## src/hdl/sah_pkg.sv

```systemverilog
// Functional notes
// - busy output returns high when conversion finishes, usable as interrupt.
// - wide variant gives 16-bit result; byte variant gives 8-bit bus.
// - with select and read held low, data valid at busy rising edge.
// - conversion plus acquisition takes 6 us; one start per 6 us at most.
// - every result is delivered as two's complement code.
// - after start rising edge busy falls; first phase lasts 3.35 us (here rounded down to 83 cycles, 3.32 us).
package sah_pkg;
   localparam int unsigned CLK_HZ = 25_000_000;
   localparam real PHASE1_US = 3.35;
   localparam real CYCLE_US = 6.0;
   localparam real CONV_US = 5.3;
   // longest times round down, never below one cycle
   localparam int unsigned PHASE1_CYC_R = int'($floor(PHASE1_US * CLK_HZ / 1.0e6));
   localparam int unsigned CONV_CYC_R = int'($floor(CONV_US * CLK_HZ / 1.0e6));
   localparam int unsigned CYCLE_CYC_R = int'($floor(CYCLE_US * CLK_HZ / 1.0e6));
   localparam int unsigned PHASE1_CYC = (PHASE1_CYC_R < 1) ? 1 : PHASE1_CYC_R;
   localparam int unsigned CONV_CYC = (CONV_CYC_R < 1) ? 1 : CONV_CYC_R;
   localparam int unsigned CYCLE_CYC = (CYCLE_CYC_R < 1) ? 1 : CYCLE_CYC_R;
   localparam int unsigned CNT_W = 8;
   localparam int unsigned DATA_W = 16;
   localparam int unsigned BYTE_W = 8;
   localparam logic [15:0] RESULT_RST = 16'h0000;
   localparam logic [15:0] MIDSCALE_OFS = 16'h8000;
   localparam logic [CNT_W-1:0] CNT_RST = 8'h00;

   typedef enum logic [1:0] {
      SAH_IDLE = 2'b00,
      SAH_PH1 = 2'b01,
      SAH_PH2 = 2'b11,
      SAH_ACQ = 2'b10
   } sah_state_t;

   typedef struct packed {
      logic chipSelN;
      logic readN;
      logic byteHighSel;
   } sah_rd_t;
endpackage

```

## src/hdl/sah_read_port.sv

```systemverilog
// drives the data bus from the held result; combinational enable, data from flops
module sah_read_port (
   // clock and reset
   input wire logic sysClk,
   input wire logic rstN,
   // control
   input wire sah_pkg::sah_rd_t rdCtl,
   input wire logic byteMode,
   input wire logic [15:0] result,
   // bus
   output logic [15:0] dataOut,
   output logic dataOeN
);
   logic [15:0] dataD;
   logic [15:0] dataQ;

   always_comb begin
      dataD = result;
      if (byteMode) begin
         // high byte or low byte chosen per read
         dataD = {8'h00, rdCtl.byteHighSel ? result[15:8] : result[7:0]};
      end
   end

   always_ff @(posedge sysClk) begin
      if (!rstN) begin
         dataQ <= sah_pkg::RESULT_RST;
      end else begin
         dataQ <= dataD;
      end
   end

   assign dataOut = dataQ;
   // low while driving the bus
   assign dataOeN = rdCtl.chipSelN | rdCtl.readN;
endmodule // sah_read_port

```

## src/hdl/sah_adc_handshake.sv

```systemverilog
// converter timing core: start edge, two phases, busy, result latch
module sah_adc_handshake (
   // clock and reset
   input wire logic sysClk,
   input wire logic rstN,
   // start inputs
   input wire logic conversionStartN,
   // read inputs
   input wire sah_pkg::sah_rd_t rdCtl,
   input wire logic byteMode,
   // sampled analog code, offset binary from the quantiser
   input wire logic [15:0] sampleCode,
   // outputs
   output logic busyN,
   output logic [15:0] dataOut,
   output logic dataOeN,
   output logic startRefused
);
   // start edge detector
   logic startPrevD;
   logic startPrevQ;
   logic startRise;

   // sequencer
   sah_pkg::sah_state_t stateD;
   sah_pkg::sah_state_t stateQ;
   logic [sah_pkg::CNT_W-1:0] cntD;
   logic [sah_pkg::CNT_W-1:0] cntQ;
   logic phase1Done;
   logic convDone;
   logic cycleDone;

   // held sample and result
   logic [15:0] heldD;
   logic [15:0] heldQ;
   logic [15:0] resultD;
   logic [15:0] resultQ;

   // status
   logic busyD;
   logic busyQ;
   logic refuseD;
   logic refuseQ;

   // true on the last cycle of a span counted from the start edge
   function automatic logic cntAt(
      input logic [7:0] cnt,
      input int unsigned cyc
   );
      logic [7:0] last;
      last = 8'(cyc - 32'd1);
      return cnt == last;
   endfunction

   function automatic logic isIdle(input sah_pkg::sah_state_t st);
      return st == sah_pkg::SAH_IDLE;
   endfunction

   // ---- start edge detector group ----

   always_comb begin
      startPrevD = conversionStartN;
   end

   always_ff @(posedge sysClk) begin
      if (!rstN) begin
         // idle level of the pin, so no false edge follows reset
         startPrevQ <= 1'b1;
      end else begin
         startPrevQ <= startPrevD;
      end
   end

   // conversion begins on the rising edge of the start pulse
   assign startRise = conversionStartN & ~startPrevQ;

   // ---- sequencer group ----

   assign phase1Done = cntAt(cntQ, sah_pkg::PHASE1_CYC);
   assign convDone = cntAt(cntQ, sah_pkg::CONV_CYC);
   assign cycleDone = cntAt(cntQ, sah_pkg::CYCLE_CYC);

   always_comb begin
      stateD = stateQ;
      cntD = cntQ + 8'h01;
      case (stateQ)
         sah_pkg::SAH_IDLE: begin
            cntD = sah_pkg::CNT_RST;
            if (startRise) begin
               stateD = sah_pkg::SAH_PH1;
            end
         end
         sah_pkg::SAH_PH1: begin
            if (phase1Done) begin
               stateD = sah_pkg::SAH_PH2;
            end
         end
         sah_pkg::SAH_PH2: begin
            if (convDone) begin
               stateD = sah_pkg::SAH_ACQ;
            end
         end
         sah_pkg::SAH_ACQ: begin
            // acquisition tail keeps the 6 us throughput limit
            if (cycleDone) begin
               stateD = sah_pkg::SAH_IDLE;
            end
         end
         default: begin
            stateD = sah_pkg::SAH_IDLE;
            cntD = sah_pkg::CNT_RST;
         end
      endcase
   end

   always_ff @(posedge sysClk) begin
      if (!rstN) begin
         stateQ <= sah_pkg::SAH_IDLE;
         cntQ <= sah_pkg::CNT_RST;
      end else begin
         stateQ <= stateD;
         cntQ <= cntD;
      end
   end

   // ---- held sample and result group ----

   always_comb begin
      heldD = heldQ;
      resultD = resultQ;
      case (stateQ)
         sah_pkg::SAH_IDLE: begin
            if (startRise) begin
               heldD = sampleCode;
            end
         end
         sah_pkg::SAH_PH2: begin
            if (convDone) begin
               // offset to two's complement by flipping the sign bit
               resultD = heldQ ^ sah_pkg::MIDSCALE_OFS;
            end
         end
         default: begin
            heldD = heldQ;
         end
      endcase
   end

   always_ff @(posedge sysClk) begin
      if (!rstN) begin
         heldQ <= sah_pkg::RESULT_RST;
         resultQ <= sah_pkg::RESULT_RST;
      end else begin
         heldQ <= heldD;
         resultQ <= resultD;
      end
   end

   // ---- status group ----

   always_comb begin
      busyD = busyQ;
      refuseD = 1'b0;
      case (stateQ)
         sah_pkg::SAH_IDLE: begin
            if (startRise) begin
               busyD = 1'b1;
            end
         end
         sah_pkg::SAH_PH2: begin
            if (convDone) begin
               busyD = 1'b0;
            end
         end
         sah_pkg::SAH_PH1: begin
            busyD = 1'b1;
         end
         sah_pkg::SAH_ACQ: begin
            busyD = 1'b0;
         end
         default: begin
            busyD = 1'b0;
         end
      endcase
      // a start during busy or acquisition is ignored, only flagged
      if (startRise && !isIdle(stateQ)) begin
         refuseD = 1'b1;
      end
   end

   always_ff @(posedge sysClk) begin
      if (!rstN) begin
         busyQ <= 1'b0;
         refuseQ <= 1'b0;
      end else begin
         busyQ <= busyD;
         refuseQ <= refuseD;
      end
   end

   assign busyN = ~busyQ;
   assign startRefused = refuseQ;

   // ---- read port ----

   // the port registers the next result, so with select and read held
   // low the new word already stands when busy rises
   sah_read_port i_sah_read_port (
      .sysClk(sysClk),
      .rstN(rstN),
      .rdCtl(rdCtl),
      .byteMode(byteMode),
      .result(resultD),
      .dataOut(dataOut),
      .dataOeN(dataOeN)
   );

   // limitation: byte reads see the chosen byte one cycle after byteHighSel
   // moves, as the bus output is registered
endmodule // sah_adc_handshake

```

## config.mk

```make
export PLATFORM = sky130hd
export DESIGN_NAME = sah_adc_handshake
export DESIGN_NICKNAME = d
export VERILOG_FILES = /design/src/hdl/sah_pkg.sv /design/src/hdl/sah_read_port.sv /design/src/hdl/sah_adc_handshake.sv
export SDC_FILE = /design/constraint.sdc
export NUM_CORES = 1
export LEC_CHECK = 0
export BUFFER_PORTS_ARGS = -buffer_cell sky130_fd_sc_hd__buf_2
export CAP_MARGIN = 5
export CORE_UTILIZATION = 40
export DETAILED_ROUTE_END_ITERATION = 10
export PLACE_DENSITY = 0.69
export SLEW_MARGIN = 0
export SYNTH_ARGS = -nofsm -noshare
export SYNTH_HDL_FRONTEND = slang
export SYNTH_SLANG_ARGS = --single-unit
```

## constraint.sdc

```tcl
create_clock -name sysClk -period 2.7 [get_ports sysClk]
set_clock_uncertainty 0.05 [all_clocks]
set_input_delay 0.135 -clock sysClk [delete_from_list [all_inputs] [get_ports sysClk]]
set_output_delay 0.135 -clock sysClk [all_outputs]
set_load 0.05 [all_outputs]
```

==> Word level (Yosys, flattened, before mapping) <==
Cells that the tools add are included.
{ "classes": {"n_addsub": 1, "eq_ne": 10, "muxes": 13, "bitwise": 6, "n_reduce_logical": 8} }
{ "ops": {"columns": ["operator", "n"], "rows": [
  ["2-to-1 mux 16 bit", 2],
  ["== test 8 bit (second input constant)", 2],
  ["2-to-1 mux 8 bit", 2],
  ["adder 8 x 1 -> 8 bit (second input constant)", 1],
  ["== test 8 x 7 -> 1 bit (second input constant)", 1],
  ["2-to-1 mux 2 bit", 4],
  ["inequality test 2 bit (second input constant)", 4],
  ["one-hot mux 2 bit (4 select lines)", 1],
  ["== test 2 bit (second input constant)", 2],
  ["inverter 1 bit", 4],
  ["one-hot mux 1 bit (4 select lines)", 1],
  ["AND reduction 2 bit", 2],
  ["AND reduction 4 bit", 1],
  ["OR reduction 2 bit", 2],
  ["2-to-1 mux 1 bit", 3],
  ["== test 2 x 1 -> 1 bit (second input constant)", 1],
  ["logical NOT 2 bit", 1],
  ["bitwise AND 1 bit", 1],
  ["logical AND 1 bit", 1],
  ["logical NOT 1 bit", 1],
  ["bitwise OR 1 bit", 1]
]} }
{ "word_totals": {"reg_bits": 61, "inputBits": 23, "word_cells": 47} }

==> Longest topological paths before layout <==
{ "depth": {"depth_word": 5, "depth_mapped": 8} }

==> Hierarchy <==
Synthesis repeated with hierarchy kept, for this count alone.
{ "hier_totals": {"cells_unflattened": 282, "hier_area_um2": 2623.8} }
{ "by_module_without_submodules": {"columns": ["mod", "instances", "cells_per_inst", "area_per_inst_um2", "seq_area_each_um2"], "rows": [
  ["sah_adc_handshake", 1, 226, 2039.5, 900.9],
  ["sah_read_port", 1, 56, 584.3, 320.3]
]} }

==> Least setup slack after synthesis <==
No wires, ideal clock.
{ "synth_timing": {"path_type": "reg-to-reg", "from": "register cntQ[6] in the netlist's numbering", "to": "register i_sah_read_port.dataQ[5] (netlist: i_sah_read_port.dataOut[5])", "setup_ns": 0.115, "t_arrival_ns": 2.202, "t_required_ns": 2.535, "setup_slack_ns": 0.333, "stages_incl_launch_ff": 7, "path_buffers": 2, "cell_sequence": "dfxtp_1 or4b_4 or4_4 buf_6 buf_12 mux4_2 and2_1"} }
{ "synth_between": {"elab_chain_len": 5} }
{ "synth_lines": {"columns": ["item", "line", "text"], "rows": [
  ["start: declaration", "sah_adc_handshake.sv:28", "logic [sah_pkg::CNT_W-1:0] cntQ;"],
  ["start signal: assignment", "sah_adc_handshake.sv:119", "cntQ <= sah_pkg::CNT_RST;"],
  ["start signal: assignment", "sah_adc_handshake.sv:122", "cntQ <= cntD;"],
  ["== test 8 bit (*)", "sah_adc_handshake.sv:52", "return cnt == last;"],
  ["2-to-1 mux 16 bit (*)", "sah_adc_handshake.sv:138", "if (convDone) begin"],
  ["2-to-1 mux 16 bit (*)", "sah_adc_handshake.sv:131", "case (stateQ)"],
  ["2-to-1 mux 8 bit", "sah_read_port.sv:21", "dataD = {8'h00, rdCtl.byteHighSel ? result[15:8] : result[7:0]};"],
  ["2-to-1 mux 8 bit (*)", "sah_read_port.sv:19", "if (byteMode) begin"],
  ["end signal: assignment", "sah_read_port.sv:27", "dataQ <= sah_pkg::RESULT_RST;"],
  ["end signal: assignment", "sah_read_port.sv:29", "dataQ <= dataD;"],
  ["end: declaration", "sah_read_port.sv:15", "logic [15:0] dataQ;"]
]} }
Every way passes the cells marked *; elsewhere a longest branch is shown, timed or not.
A chain may end at the register's enable or synchronous reset.

==> Final worst setup path <==
{ "layout_timing": {"from": "register cntQ[3] in the netlist's numbering", "to": "register i_sah_read_port.dataQ[0] (netlist: i_sah_read_port.dataOut[0])"} }
Same word-level chain as after synthesis.

==> impl_metrics.json <==
{
  "status": "finished, final reports clean",
  "synth_top_area_share_pct": 50.39,
  "avgSynthCellArea_um2": 10.31,
  "grt_pass1_wl_um": 7845,
  "yosys.area.top_type": "dfxtp_1",
  "path_max_fanout": 23,
  "cts-buffers-inserted": 9,
  "path_clk_slew_ns": 0.07,
  "routed_via_density": 4.738,
  "tns_ns": 0,
  "maxSlewViolCount": 0,
  "required_ns": 2.88,
  "synthTopCellsByArea": "dfxtp_1, mux2i_1, a21boi_0",
  "grt_max_degree": 27,
  "first_iter_violations": 93,
  "cts.path.max_buffers": 2,
  "layout-area-overhead-vs-synth_pct": 23.75,
  "clock-sinks": 61,
  "synth-seq-cells": 61,
  "start_util_pct": 42.70,
  "max_cap_viol_count": 0,
  "rows": 27,
  "drive_gt1_share_pct": 23.02,
  "ant_nets": 0,
  "layout_commonest_cell": "dfxtp_1",
  "multi_input_area_mm2": 0.001111,
  "p_per_area_mw_per_mm2": 640.7,
  "dpl.hpwl_um": 2897,
  "ir_drop_mv": 0.2326,
  "cts-root-buf": "clkbuf_8",
  "finalSetupViolations": 0,
  "clkLatencyLatePin_ns": 0.34,
  "synth_ff_type": "dfxtp_1",
  "num-fill-cells": 511,
  "postSynth.asyncResetShare_pct": 0,
  "reg2regPathDepth": 4,
  "grt_setup_unrepaired": "false",
  "regArea_mm2": 0.001221,
  "die_area_mm2": 0.006374,
  "grt_usage_pct": 16.75,
  "yosysWarnings": 0,
  "gp_congestion": 0.8142,
  "min_period_ns": 2.439,
  "nets": 312,
  "post_drt_wl_per_cell_um": 12.33,
  "hold_violations": 0,
  "cp-end-kind": "register",
  "final_cell_mix": "dfxtp_1, buf_2, nand2_1, nor2_1, a21boi_0",
  "post_cts_resized": 0,
  "syn_inst": 235,
  "antenna_cells": 0,
  "slew_headroom_pct": 57.61,
  "power.leakage_nw": 1.320,
  "finalCritPeriodShare_pct": 90.34,
  "io_pins": 42,
  "worst_pin_slew_ns": 0.6316,
  "die_width_um": 79.84,
  "vias": 1720,
  "synth_edf_count": 0,
  "grt_pass1_vias": 1776,
  "core_region_area_mm2": 0.005675,
  "antenna_found_initial": 0,
  "final_core_util_pct": 52.84,
  "drcViolationCount": 0,
  "hold_path.class": "input port to register",
  "yosys.cell_types.count": 34,
  "fmax_ghz": 0.4100,
  "cts_tree": "done",
  "whs_path_depth": 3,
  "worst_slack_ns": 0.2607,
  "cp.arrival_ns": 2.62,
  "post-cts-setup-buffer-count": 0,
  "cp-start-kind": "register",
  "dp_slack_ns": 0.2566,
  "postRouteWirelength_um": 4475,
  "syn_area_mm2": 0.002424,
  "crit_type": "register to register",
  "yosysSeqAreaShare_pct": 50.39,
  "die_h_um": 79.84,
  "synth_nets": 261,
  "h-tree-depth": 3,
  "drt-pass1-iter-count": 4,
  "io_buffers": 41,
  "globalRouteOverflowTotal": 0
}
==> repair_timing <==
action                                  4_1_cts  5_1_grt
endpoints found under the setup margin        0        0
hold buffers                                 11        0
endpoints found under the hold margin        11        0
==> path summary, 6_finish.rpt <==
| kind | slack [ns] | end | startpoint |
|---|---|---|---|
| setup / recovery | 0.26 | i_sah_read_port.dataOut[0] | cntQ[3] |
| hold / removal | 0.006 | heldQ[3] | sampleCode[3] |
| hold reg to reg | 0.42 | heldQ[15] | heldQ[15] |
| setup reg to reg | 0.26 | i_sah_read_port.dataOut[0] | cntQ[3] |
==> Yosys cell counts, types with 4 or more instances <==
cell type  instances
mux4_1             5
nand2_1           35
mux2i_1           15
inv_1              4
nor2b_1           16
xor2_1             5
nand2b_1           5
nand3_1            5
a21boi_0          18
dfxtp_1           61
nor2_1            18
clkbuf_1          11
and2_1             9
==> final cells by class <==
| cell class | instances | area share (%) |
|---|---|---|
| repair buffers | 55 | 11.26 |
| clock inverters | 6 | 2.879 |
| inverters | 4 | 0.5006 |
| clock buffers | 10 | 4.589 |
| well taps | 72 | 3.004 |
| multi-input cells | 155 | 37.05 |
| flip-flops and latches | 61 | 40.72 |
==> registers in the layout, indices dropped and copies added, names as in the netlist <==
| register | flops |
|---|---|
| heldQ | 16 |
| resultQ | 16 |
| stateQ | 2 |
| i_sah_read_port.dataOut | 16 |
| startPrevQ | 1 |
| startRefused | 1 |
| cntQ | 8 |
| busyQ | 1 |
==> logic make-up (layout without fill, tap and decap cells) <==
family                     Yosys count  in the layout  share of synthesized area [%]
AOI/OAI and AO/OA                   25             25                          7.228
xor gates and xnor gates             6              6                          2.168
adders and majority gates            3              3                          1.549
buffers and inverters               19             75                          3.975
DFF                                 61             61                          50.39
muxes                               23             23                          14.40
and+or+nand+nor                     98             98                          20.29
==> per-stage QoR <==
step	cell area, um2	total power, W	hold slack, ns	cells
floorplan	2424	0.0009986	0.1865	235
global placement	2665	0.001031	0.2875	336
detailed placement	2665	0.001032	0.2890	336
CTS	2999	0.001938	0.0001589	363
global route	2999	0.001991	0.01803	363
finish	2999	0.001921	0.006092	363
==> worst max-delay path, stage by stage, from the launching register on <==
cell     delay, ns
dfxtp_1       0.35
or4b_4        0.54
or4_4         0.73
mux4_1        0.51
and2_1        0.16
==> report_power, final <==
part           switching (W)  internal (W)  total [W]
clock network       0.000356      0.000543   0.000899
registers          0.0000116      0.000913   0.000925
logic              0.0000502     0.0000480  0.0000982
==> metal layers <==
layer  up-vias  global-route usage (%)  share of wire (%)
met4         0                   11.07                3.4
met5         -                       0                  0
met2        44                   26.92                 44
met3        14                   4.800                5.1
met1       774                   19.28                 47
li1        888                       -                  -
No activity file was read; power rests on OpenSTA's default activity.
